`src/inc/csc_regs.svh`:
```
`ifndef CSC_REGS_SVH
`define CSC_REGS_SVH

// Fixed-point scaling of coefficients and sums
`define CSC_FRAC_BITS 10
`define CSC_ROUND_HALF 26'sh200

// Offsets of the luma and chroma components
`define CSC_LUMA_OFS 10'h010
`define CSC_CHROMA_OFS 10'h080

// Output ranges for unsigned and signed components
`define CSC_UMAX 16'sh0ff
`define CSC_UMIN 16'sh000
`define CSC_SMAX 16'sh07f
`define CSC_SMIN (-16'sh080)

// Pipeline depth from input to output
`define CSC_LATENCY 3

// Reset value of every pixel register
`define CSC_PIX_RST 24'h000000

// Coefficient matrices, row-major, scaled by two to the tenth
`define CSC_MAT_OFS_ENC {14'sh107, 14'sh204, 14'sh064, 14'sh1c2, -14'sh179, -14'sh049, \
	-14'sh098, -14'sh12a, 14'sh1c2}
`define CSC_MAT_OFS_DEC {14'sh4a8, 14'sh662, 14'sh000, 14'sh4a8, -14'sh341, -14'sh191, \
	14'sh4a8, 14'sh000, 14'sh811}
`define CSC_MAT_PLAIN_ENC {14'sh132, 14'sh259, 14'sh075, -14'sh097, -14'sh128, 14'sh1be, \
	14'sh276, -14'sh20f, -14'sh066}
`define CSC_MAT_PLAIN_DEC {14'sh400, 14'sh000, 14'sh48f, 14'sh400, -14'sh193, -14'sh253, \
	14'sh400, -14'sh821, 14'sh000}

`endif

```
`src/inc/csc_pkg.sv`:
```
package csc_pkg;

	// Conversion selected at build time
	typedef enum logic [3:0] {
		csc_rgb_to_luma_chroma_offset = 4'h1,
		csc_luma_chroma_offset_to_rgb = 4'h2,
		csc_rgb_to_luma_chroma_plain = 4'h4,
		csc_luma_chroma_plain_to_rgb = 4'h8
	} csc_mode_t;

	// Three 8-bit components, component 0 first
	typedef logic [0:2][7:0] csc_pix_t;

	// Nine 14-bit signed coefficients, row-major
	typedef logic [0:8][13:0] csc_mat_t;

	// Per-component input or output offsets
	typedef logic [0:2][9:0] csc_ofs_t;

	// Per-component accumulated sums with ten fraction bits
	typedef logic [0:2][25:0] csc_acc_t;

endpackage : csc_pkg

```
`src/inc/csc_buf_if.sv`:
```
`timescale 1ns/10ps
interface csc_buf_if import csc_pkg::*; ();
	// Filling side
	logic push_valid;
	logic push_ready;
	csc_pix_t push_data;
	// Draining side
	logic pop_valid;
	logic pop_ready;
	csc_pix_t pop_data;

	modport core (
		output push_valid,
		output push_data,
		input push_ready,
		input pop_valid,
		input pop_data,
		output pop_ready
	);

	modport store (
		input push_valid,
		input push_data,
		output push_ready,
		output pop_valid,
		output pop_data,
		input pop_ready
	);
endinterface : csc_buf_if

```
`src/rtl/csc_top.sv`:
```
// Operation
// - One clock; input register, one internal pipeline register, output register.
// - Each converted triple appears three cycles after its input triple.
// - A new triple is taken every cycle; one result leaves every cycle.
// - Products and sums carry ten fraction bits before the result forms.
// - Each output component is rounded to 8 bits, not truncated.
// - RGB to offset luma/chroma with the 0.257 family of coefficients plus 16/128.
// - Offset luma/chroma back to RGB after removing 16 and 128 offsets.
// - RGB to plain luma/chroma with the 0.299 family, no offsets.
// - Plain luma/chroma back to RGB with the 1.140 family of coefficients.
`timescale 1ns/10ps
`include "csc_regs.svh"
module csc_top import csc_pkg::*; #(
	parameter csc_mode_t MODE = csc_rgb_to_luma_chroma_offset
) (
	// Clock and reset
	input wire logic clk_sys,
	input wire logic rst,
	// Upstream pixel stream
	input wire logic in_valid,
	input wire csc_pix_t in_data,
	output logic in_ready,
	// Downstream pixel stream
	output logic out_valid,
	output csc_pix_t out_data,
	input wire logic out_ready
);

	// Coefficients for the chosen conversion
	localparam csc_mat_t COEF = (MODE == csc_luma_chroma_offset_to_rgb) ? `CSC_MAT_OFS_DEC :
		(MODE == csc_rgb_to_luma_chroma_plain) ? `CSC_MAT_PLAIN_ENC :
		(MODE == csc_luma_chroma_plain_to_rgb) ? `CSC_MAT_PLAIN_DEC :
		`CSC_MAT_OFS_ENC;

	// Offsets removed from inputs and added to outputs
	localparam csc_ofs_t IN_OFS = (MODE == csc_luma_chroma_offset_to_rgb) ?
		{`CSC_LUMA_OFS, `CSC_CHROMA_OFS, `CSC_CHROMA_OFS} : '0;
	localparam csc_ofs_t OUT_OFS = (MODE == csc_rgb_to_luma_chroma_offset) ?
		{`CSC_LUMA_OFS, `CSC_CHROMA_OFS, `CSC_CHROMA_OFS} : '0;

	// Components carried as two's complement
	localparam logic [0:2] IN_SGN = (MODE == csc_luma_chroma_plain_to_rgb) ? 3'h3 : 3'h0;
	localparam logic [0:2] OUT_SGN = (MODE == csc_rgb_to_luma_chroma_plain) ? 3'h3 : 3'h0;

	csc_buf_if bus ();

	logic en;
	logic s1_valid;
	csc_pix_t s1_pix;
	logic signed [9:0] x [0:2];
	csc_acc_t next_acc;
	logic s2_valid;
	csc_acc_t acc;
	logic signed [25:0] rnd [0:2];
	logic signed [15:0] q [0:2];
	csc_pix_t next_out;

	// Whole pipeline moves only while the buffer can take a word
	// A stall freezes the input and internal registers at once, so no word is dropped or doubled
	assign en = bus.push_ready;

	// Input register; RGB taken as already gamma corrected
	always_ff @(posedge clk_sys) begin
		if (rst) begin
			s1_valid <= 1'b0;
			s1_pix <= `CSC_PIX_RST;
		end else if (en) begin
			s1_valid <= in_valid;
			s1_pix <= in_data;
		end
	end

	// Offset removal and fixed-point products
	always_comb begin
		for (int k = 0; k < 3; k++) begin
			x[k] = $signed(IN_SGN[k] ? {{2{s1_pix[k][7]}}, s1_pix[k]} : {2'h0, s1_pix[k]})
				- $signed(IN_OFS[k]);
		end
		for (int r = 0; r < 3; r++) begin
			next_acc[r] = 26'($signed(COEF[3 * r])) * 26'(x[0])
				+ 26'($signed(COEF[3 * r + 1])) * 26'(x[1])
				+ 26'($signed(COEF[3 * r + 2])) * 26'(x[2]);
		end
	end

	// Internal pipeline register
	always_ff @(posedge clk_sys) begin
		if (rst) begin
			s2_valid <= 1'b0;
			acc <= '0;
		end else if (en) begin
			s2_valid <= s1_valid;
			acc <= next_acc;
		end
	end

	// Output offset, round half up, saturate
	always_comb begin
		next_out = `CSC_PIX_RST;
		for (int k = 0; k < 3; k++) begin
			rnd[k] = $signed(acc[k]) + $signed({6'h00, OUT_OFS[k], 10'h000})
				+ `CSC_ROUND_HALF;
			q[k] = rnd[k][25:`CSC_FRAC_BITS];
			if (OUT_SGN[k]) begin
				if (q[k] > `CSC_SMAX) next_out[k] = 8'(`CSC_SMAX);
				else if (q[k] < `CSC_SMIN) next_out[k] = 8'(`CSC_SMIN);
				else next_out[k] = q[k][7:0];
			end else begin
				if (q[k] > `CSC_UMAX) next_out[k] = 8'(`CSC_UMAX);
				else if (q[k] < `CSC_UMIN) next_out[k] = 8'(`CSC_UMIN);
				else next_out[k] = q[k][7:0];
			end
		end
	end

	// Buffer entries act as the output register
	assign bus.push_valid = s2_valid;
	assign bus.push_data = next_out;
	assign bus.pop_ready = out_ready;

	// Two-entry buffer; its head entry is the output register
	// Second entry catches the word already in flight when the receiver stalls
	csc_skid u_skid (
		.clk_sys(clk_sys),
		.rst(rst),
		.bus(bus)
	);

	// Ports straight from buffer flip-flops
	assign in_ready = bus.push_ready;
	assign out_valid = bus.pop_valid;
	assign out_data = bus.pop_data;

	// Known points for checking
	localparam csc_pix_t PIX_WHITE = 24'hffffff;
	localparam csc_pix_t PIX_LUMA_TOP = 24'heb8080;
	localparam csc_pix_t PIX_G_ONE = 24'h000100;
	localparam csc_pix_t PIX_G_ONE_OUT = 24'h118080;
	localparam csc_pix_t PIX_B_FULL = 24'h0000ff;
	localparam csc_pix_t PIX_B_FULL_OUT = 24'h296ef0;
	localparam csc_pix_t PIX_LOW = 24'h101010;
	localparam csc_pix_t PIX_LOW_OUT = 24'h008700;
	localparam csc_pix_t PIX_Y_ONLY = 24'hff0000;
	localparam csc_pix_t PIX_BLK = 24'h000000;
	localparam csc_pix_t PIX_BLK_ENC = 24'h108080;
	localparam csc_pix_t PIX_BLK_DEC = 24'h008800;
	localparam csc_pix_t PIX_B_PLAIN = 24'h1d6fe7;
	localparam csc_pix_t PIX_R_PLAIN = 24'h4cda7f;
	localparam csc_pix_t PIX_MID = 24'h80807f;
	localparam csc_pix_t PIX_MID_OUT = 24'hff69ff;
	localparam bit IS_OFS_ENC = (MODE == csc_rgb_to_luma_chroma_offset);
	localparam bit IS_OFS_DEC = (MODE == csc_luma_chroma_offset_to_rgb);
	localparam bit IS_PLAIN_ENC = (MODE == csc_rgb_to_luma_chroma_plain);
	localparam bit IS_PLAIN_DEC = (MODE == csc_luma_chroma_plain_to_rgb);
endmodule : csc_top

```
`src/rtl/csc_skid.sv`:
```
`timescale 1ns/10ps
`include "csc_regs.svh"
module csc_skid import csc_pkg::*; (
	// Clock and reset
	input wire logic clk_sys,
	input wire logic rst,
	// Both sides of the buffer
	csc_buf_if.store bus
);

	logic head_valid;
	csc_pix_t head_data;
	logic skid_empty;
	csc_pix_t skid_data;
	logic push;
	logic pop;

	// Handshakes on both sides
	assign push = bus.push_valid && skid_empty;
	assign pop = head_valid && bus.pop_ready;

	// Head entry, seen by the receiver
	always_ff @(posedge clk_sys) begin
		if (rst) begin
			head_valid <= 1'b0;
			head_data <= `CSC_PIX_RST;
		end else if (push && (!head_valid || pop)) begin
			head_valid <= 1'b1;
			head_data <= bus.push_data;
		end else if (pop && !skid_empty) begin
			head_data <= skid_data;
		end else if (pop) begin
			head_valid <= 1'b0;
		end
	end

	// Second entry, catches the word arriving during a stall
	always_ff @(posedge clk_sys) begin
		if (rst) begin
			skid_empty <= 1'b1;
			skid_data <= `CSC_PIX_RST;
		end else if (push && head_valid && !pop) begin
			skid_empty <= 1'b0;
			skid_data <= bus.push_data;
		end else if (pop) begin
			skid_empty <= 1'b1;
		end
	end

	// All answers straight from flip-flops
	assign bus.push_ready = skid_empty;
	assign bus.pop_valid = head_valid;
	assign bus.pop_data = head_data;

endmodule : csc_skid

```
`config.mk`:
```
export PLATFORM = sky130hd
export DESIGN_NAME = csc_top
export DESIGN_NICKNAME = d
export VERILOG_FILES = /design/src/inc/csc_pkg.sv /design/src/inc/csc_buf_if.sv /design/src/rtl/csc_top.sv /design/src/rtl/csc_skid.sv
export VERILOG_INCLUDE_DIRS = /design/src /design/src/inc
export SDC_FILE = /design/constraint.sdc
export NUM_CORES = 1
export LEC_CHECK = 0
export BUFFER_PORTS_ARGS = -buffer_cell sky130_fd_sc_hd__buf_2
export CORE_ASPECT_RATIO = 0.5
export CORE_MARGIN = 2
export CORE_UTILIZATION = 47
export CTS_CLUSTER_SIZE = 10
export DETAILED_ROUTE_END_ITERATION = 10
export GPL_TIMING_DRIVEN = 0
export MAX_ROUTING_LAYER = met4
export PLACE_DENSITY = 0.67
export SYNTH_ARGS = -nofsm -noshare
export SYNTH_HDL_FRONTEND = slang
export SYNTH_HIERARCHICAL = 1
export SYNTH_SLANG_ARGS = --single-unit
```
`constraint.sdc`:
```
create_clock -name clk_sys -period 6.6 [get_ports clk_sys]
set_input_delay 1.32 -clock clk_sys [delete_from_list [all_inputs] [get_ports clk_sys]]
set_output_delay 1.32 -clock clk_sys [all_outputs]
set_load 0.01 [all_outputs]
```
; After elaboration in Yosys (flattened, before gate mapping)
; Index checks and enable logic that the tools add are counted.
; Widths: inputs -> output; s select.
[classes]
n_addsub = 12
n_mul = 9
n_lt_le_gt_ge = 6
eq_ne = 1
mux = 13
n_reduce_logical = 14
[op_table]
columns = cell, n
row1 = $add 26x11->26 const B, 3
row2 = $add 26x19->26 const B, 2
row3 = $gt 16x9->1 const B, 3
row4 = $lt 16x1->1 const B, 3
row5 = $mul 8x8->16 const A, 3
row6 = $mux 24, 2
row7 = $mux 8, 6
row8 = $add 18x19->20, 2
row9 = $add 26x16->26 const B, 1
row10 = $add 20x17->21, 1
row11 = $add 20x18->21, 1
row12 = $add 19x15->20, 1
row13 = $add 17x18->19, 1
row14 = $mul 10x9->19 const A, 1
row15 = $mul 9x9->18 const A, 1
row16 = $mul 8x9->17 const A, 1
row17 = $mul 9x8->17 const A, 1
row18 = $mul 6x9->15 const A, 1
row19 = $mul 5x8->13 const A, 1
row20 = $logic_and 1x1->1, 6
row21 = $reduce_bool 2->1, 3
row22 = $mux 1, 5
row23 = $logic_not 1->1, 3
row24 = $ne 2x1->1 const B, 1
row25 = 2 further kinds, 2
[totals]
register_bits = 154
inputBits = 28
word_cells = 71

; Longest topological paths before layout
[logic_depth]
word_depth = 6
ltp_mapped = 26

; Hierarchy
; Netlist, hierarchy kept.
[modules_own_cells]
columns = module, n_inst, cells_per_inst, area_each_um2, seq_area_each_um2
row1 = csc_top, 1, 1529, 14089.8, 1221.2
row2 = csc_skid, 1, 216, 2042.0, 1001.0

; Worst setup path after synthesis
; OpenSTA, ideal clock, no wires.
[synth_timing]
path_kind = reg2reg
start = register s1_pix[18] in the netlist's numbering
end = register acc[46] in the netlist's numbering
setup_time_ns = 0.125
arrival_time_ns = 6.155
setup_slack_ns = 0.319
stages_incl_launch_ff = 22
path_buffers = 0
path_cell_list = dfxtp_1 ha_1 inv_1 fa_1 fa_1 inv_1 fa_1 fa_1 ha_1 fa_1 inv_1 fa_1 fa_1 inv_1 ha_1 a211oi_1 o21ai_0 o211ai_1 a21oi_1 a221o_1 xnor2_1 o21ai_0
[synth_between]
elab_chain_len = 3
[synth_rtl]
columns = item, line
row1 = from (decl), csc_top.sv:49  ; csc_pix_t s1_pix;
row2 = from (signal assigned), csc_top.sv:66  ; s1_pix <= `CSC_PIX_RST;
row3 = from (signal assigned), csc_top.sv:69  ; s1_pix <= in_data;
row4 = $mul 8x8->16, csc_top.sv:80  ; next_acc[r] = 26'($signed(COEF[3 * r])) * 26'(x[0])
row5 = $add 18x19->20, csc_top.sv:81  ; + 26'($signed(COEF[3 * r + 1])) * 26'(x[1])
row6 = $add 20x17->21, csc_top.sv:82  ; + 26'($signed(COEF[3 * r + 2])) * 26'(x[2]);
row7 = to (signal assigned), csc_top.sv:93  ; acc <= next_acc;
row8 = to (decl), csc_top.sv:53  ; csc_acc_t acc;
; Every way passes these cells.
; A chain may end at the register's enable or synchronous reset.

; Worst setup path after layout
; Ends and elaborated chain as after synthesis.

==> flow_summary.toml <==
[final_layout]
final_nets = 2363
area_delta_synth_final_pct = 8.858
fillers = 3091
drive_gt1_share_pct = 8.658
layout_common_cells = "362 x inv_1, 324 x ha_1, 178 x fa_1, 126 x nand2_1, 109 x a21oi_1"
antenna_cells = 0
stdcell_count = 2266
final_common_cell = "inv_1"

[floorplanning]
die-area_um2 = 35910
initial_core_util_pct = 48.30
die_height_um = 135
io-pin-count = 54
core-area_um2 = 33400
die_width_um = 266.0
rows = 47

[detailed_routing]
drt-pass1-iter-count = 5
wl_per_cell_um = 16.67
vias = 11650
drtIter0Drc = 670
ant_nets = 0
drcViolationCount = 0
routed_wl_um = 37780
avgViaCountPerCell = 5.140

[timing]
setup_viol = 0
min_period_over_period_pct = 97.46
fin_hold_ws_ps = 451.7
report.final.hold_viol_count = 0
period_minus_slack_ps = 6432
maxSlewHeadroom_pct = 44.06
finClkSkew_ps = 12.89
max_freq_mhz = 155.5
drv_slew = 0
setup_tns_ps = 0
tightest_slew_ps = 839.1

[yosys]
synthSimpleGateAreaFrac_pct = 8.291
synth_top_family_by_area = "adder cells"
synth-async-reset-ratio_pct = 0
syn_nets = 2287
syn_inst = 1745
synthMuxAreaShare_pct = 3.451
synth_seq_area_share_pct = 13.77
synth_compound_area_share_pct = 10.94
syn_area_um2 = 16130
ys_types = 67
synthAdderAreaFrac_pct = 48.34
synth_edf_count = 0
yosys_warnings = 6
syn_area_per_cell_um2 = 9.245
yosys.area_share.xor_xnor_pct = 5.864
synth-seq-cells = 111
synth_flop_cell = "dfxtp_1"

[power_and_ir_drop]
ir_drop_mv = 0.5754
total_leakage_power_nw = 9.257
power_density_nw_per_um2 = 517.9
power_mw = 9.095

[placed_design]
place_inst = 2238
io_buffer_count = 52
gp_congestion = 0.8785
hpwl_um = 31390

[setup_path]
crit_path_start_kind = "flip-flop"
path_max_fanout = 6
cp.arrival_ps = 6690
critical_path_class = "reg2reg"
cp-end-kind = "flip-flop"
required_ps = 6850

[clocking]
clockBufferDepth = 2
cts.sinks = 111
cts_root_buf = "clkbuf_16"
cts_hold_buf = 0
clock_latency_ps = 380
cts_tree = "done"
numCtsBuffers = 9
clkSlewWorstSetupHoldPaths_ps = 80
htree_levels = 3

[status]
status = "finished clean"

[global_route]
grt_remaining_overflow = 0
antenna_found_initial = 2
grt.total_usage_pct = 22.79
grt_max_degree = 20
grt_first_pass_wirelength_um = 61190
grt_pass1_vias = 11430

[min_path]
worst_hold_path_type = "reg2reg"

[run]
max-cap-violations = 0
==> cell type report <==
cell class	instances	area (um^2)	share of cell area, %
Multi-Input combinational cell	1240	12610	71.82
Clock buffer	9	225.2	1.283
Sequential cell	111	2250	12.81
Buffer	32	148.9	0.8479
Inverter	362	1359	7.738
Clock inverter	6	56.30	0.3206
Timing Repair Buffer	65	357.8	2.038
Tap cell	441	551.8	3.142
==> worst max-delay path, cell delays in order, from the launching register on <==
cell and delay (ps):
dfxtp_4 390, ha_4 310, inv_1 60, fa_1 480, fa_1 510, inv_1 70
fa_2 580, fa_2 450, ha_4 180, fa_1 480, inv_1 50, fa_1 480
fa_1 550, inv_1 60, ha_4 250, a211oi_2 230, o21ai_2 90, o211ai_1 200
buf_4 160, a21oi_4 110, a221o_1 360, xnor2_1 160, o21ai_0 90
==> registers in the layout, indices dropped and copies added (netlist names) <==
register and cells:
bus.push_valid 1, u_skid/bus.pop_data 24, acc 35, s1_valid 1, s1_pix 24, u_skid/bus.pop_valid 1
u_skid/skid_data 24, u_skid/bus.push_ready 1
==> final timing paths <==
check	from	end	slack, ps	cells past startpoint
setup / recovery	s1_pix[18]	acc[46]	170	22
hold / removal	u_skid/skid_data[0]	u_skid/skid_data[0]	450	2
setup reg to reg	s1_pix[18]	acc[46]	170	22
hold reg to reg	u_skid/skid_data[0]	u_skid/skid_data[0]	450	2
==> power breakdown <==
part | switching, mW | internal, mW
clock | 0.282 | 0.261
sequential | 0.144 | 0.822
combinational | 4.36 | 3.23
==> timing repair <==
action	in CTS	in global routing
buffers inserted	10	3
resized for setup	30	23
endpoints found under the setup margin	12	14
pin swaps	11	22
==> kinds of logic after synthesis <==
kind of cell             after synthesis
adder cells (fa/ha/maj)              514
buffers and inverters                394
AND/OR/NAND/NOR                      291
AO/OA/AOI/OAI                        272
flip-flops                           111
XOR/XNOR                             108
multiplexers                          55
==> cells in the mapped netlist, types with 3 or more instances <==
| master | instances | area, um^2 |
|---|---|---|
| nand3_1 | 12 | 60.06 |
| nor3_1 | 8 | 40.04 |
| a211oi_1 | 11 | 82.58 |
| xor2_1 | 46 | 402.9 |
| and3_1 | 11 | 68.82 |
| clkbuf_1 | 23 | 86.33 |
| a21o_1 | 22 | 165.2 |
| nand2_1 | 126 | 473.0 |
| buf_2 | 4 | 20.02 |
| a31oi_1 | 7 | 43.79 |
| o211ai_1 | 5 | 37.54 |
| nor2_1 | 78 | 292.8 |
| a22o_1 | 3 | 26.28 |
| a21oi_1 | 112 | 560.5 |
| nand2b_1 | 8 | 50.05 |
| nand4_1 | 6 | 37.54 |
| mux2i_1 | 53 | 530.5 |
| nor2b_1 | 6 | 37.54 |
| o21bai_1 | 8 | 60.06 |
| o21ai_0 | 50 | 250.2 |
| a221o_1 | 12 | 120.1 |
| fa_1 | 182 | 3643 |
| dfxtp_1 | 111 | 2222 |
| xnor2_1 | 62 | 543.0 |
| and2_1 | 11 | 68.82 |
| or3_1 | 4 | 25.02 |
| o21ai_1 | 4 | 20.02 |
| ha_1 | 332 | 4154 |
| buf_6 | 3 | 33.78 |
| or2_2 | 5 | 31.28 |
| inv_1 | 362 | 1359 |
| o21a_1 | 4 | 30.03 |
| a211oi_2 | 12 | 150.1 |
==> per-stage QoR <==
| stage | instance area, um^2 | worst slack [ps] | utilization, % |
|---|---|---|---|
| 2_1_floorplan | 16130 | 319.3 | - |
| 6_report | 17560 | 167.9 | 52.57 |
| 4_1_cts | 17410 | 13.13 | 52.12 |
| 3_3_place_gp | 16940 | -795.2 | 50.73 |
| 3_5_place_dp | 16940 | -809.2 | 50.73 |
| 5_1_grt | 17560 | -39.13 | 52.57 |
==> routing by layer <==
layer	routed length, um	track usage (%)	part of all wire, %
met5	0	-	0
met4	288	3.340	0.76
met1	18960	32.52	50
met2	16700	35.60	44
met3	1831	2.717	4.8
Note: power is estimated with default switching activity, not from simulation.
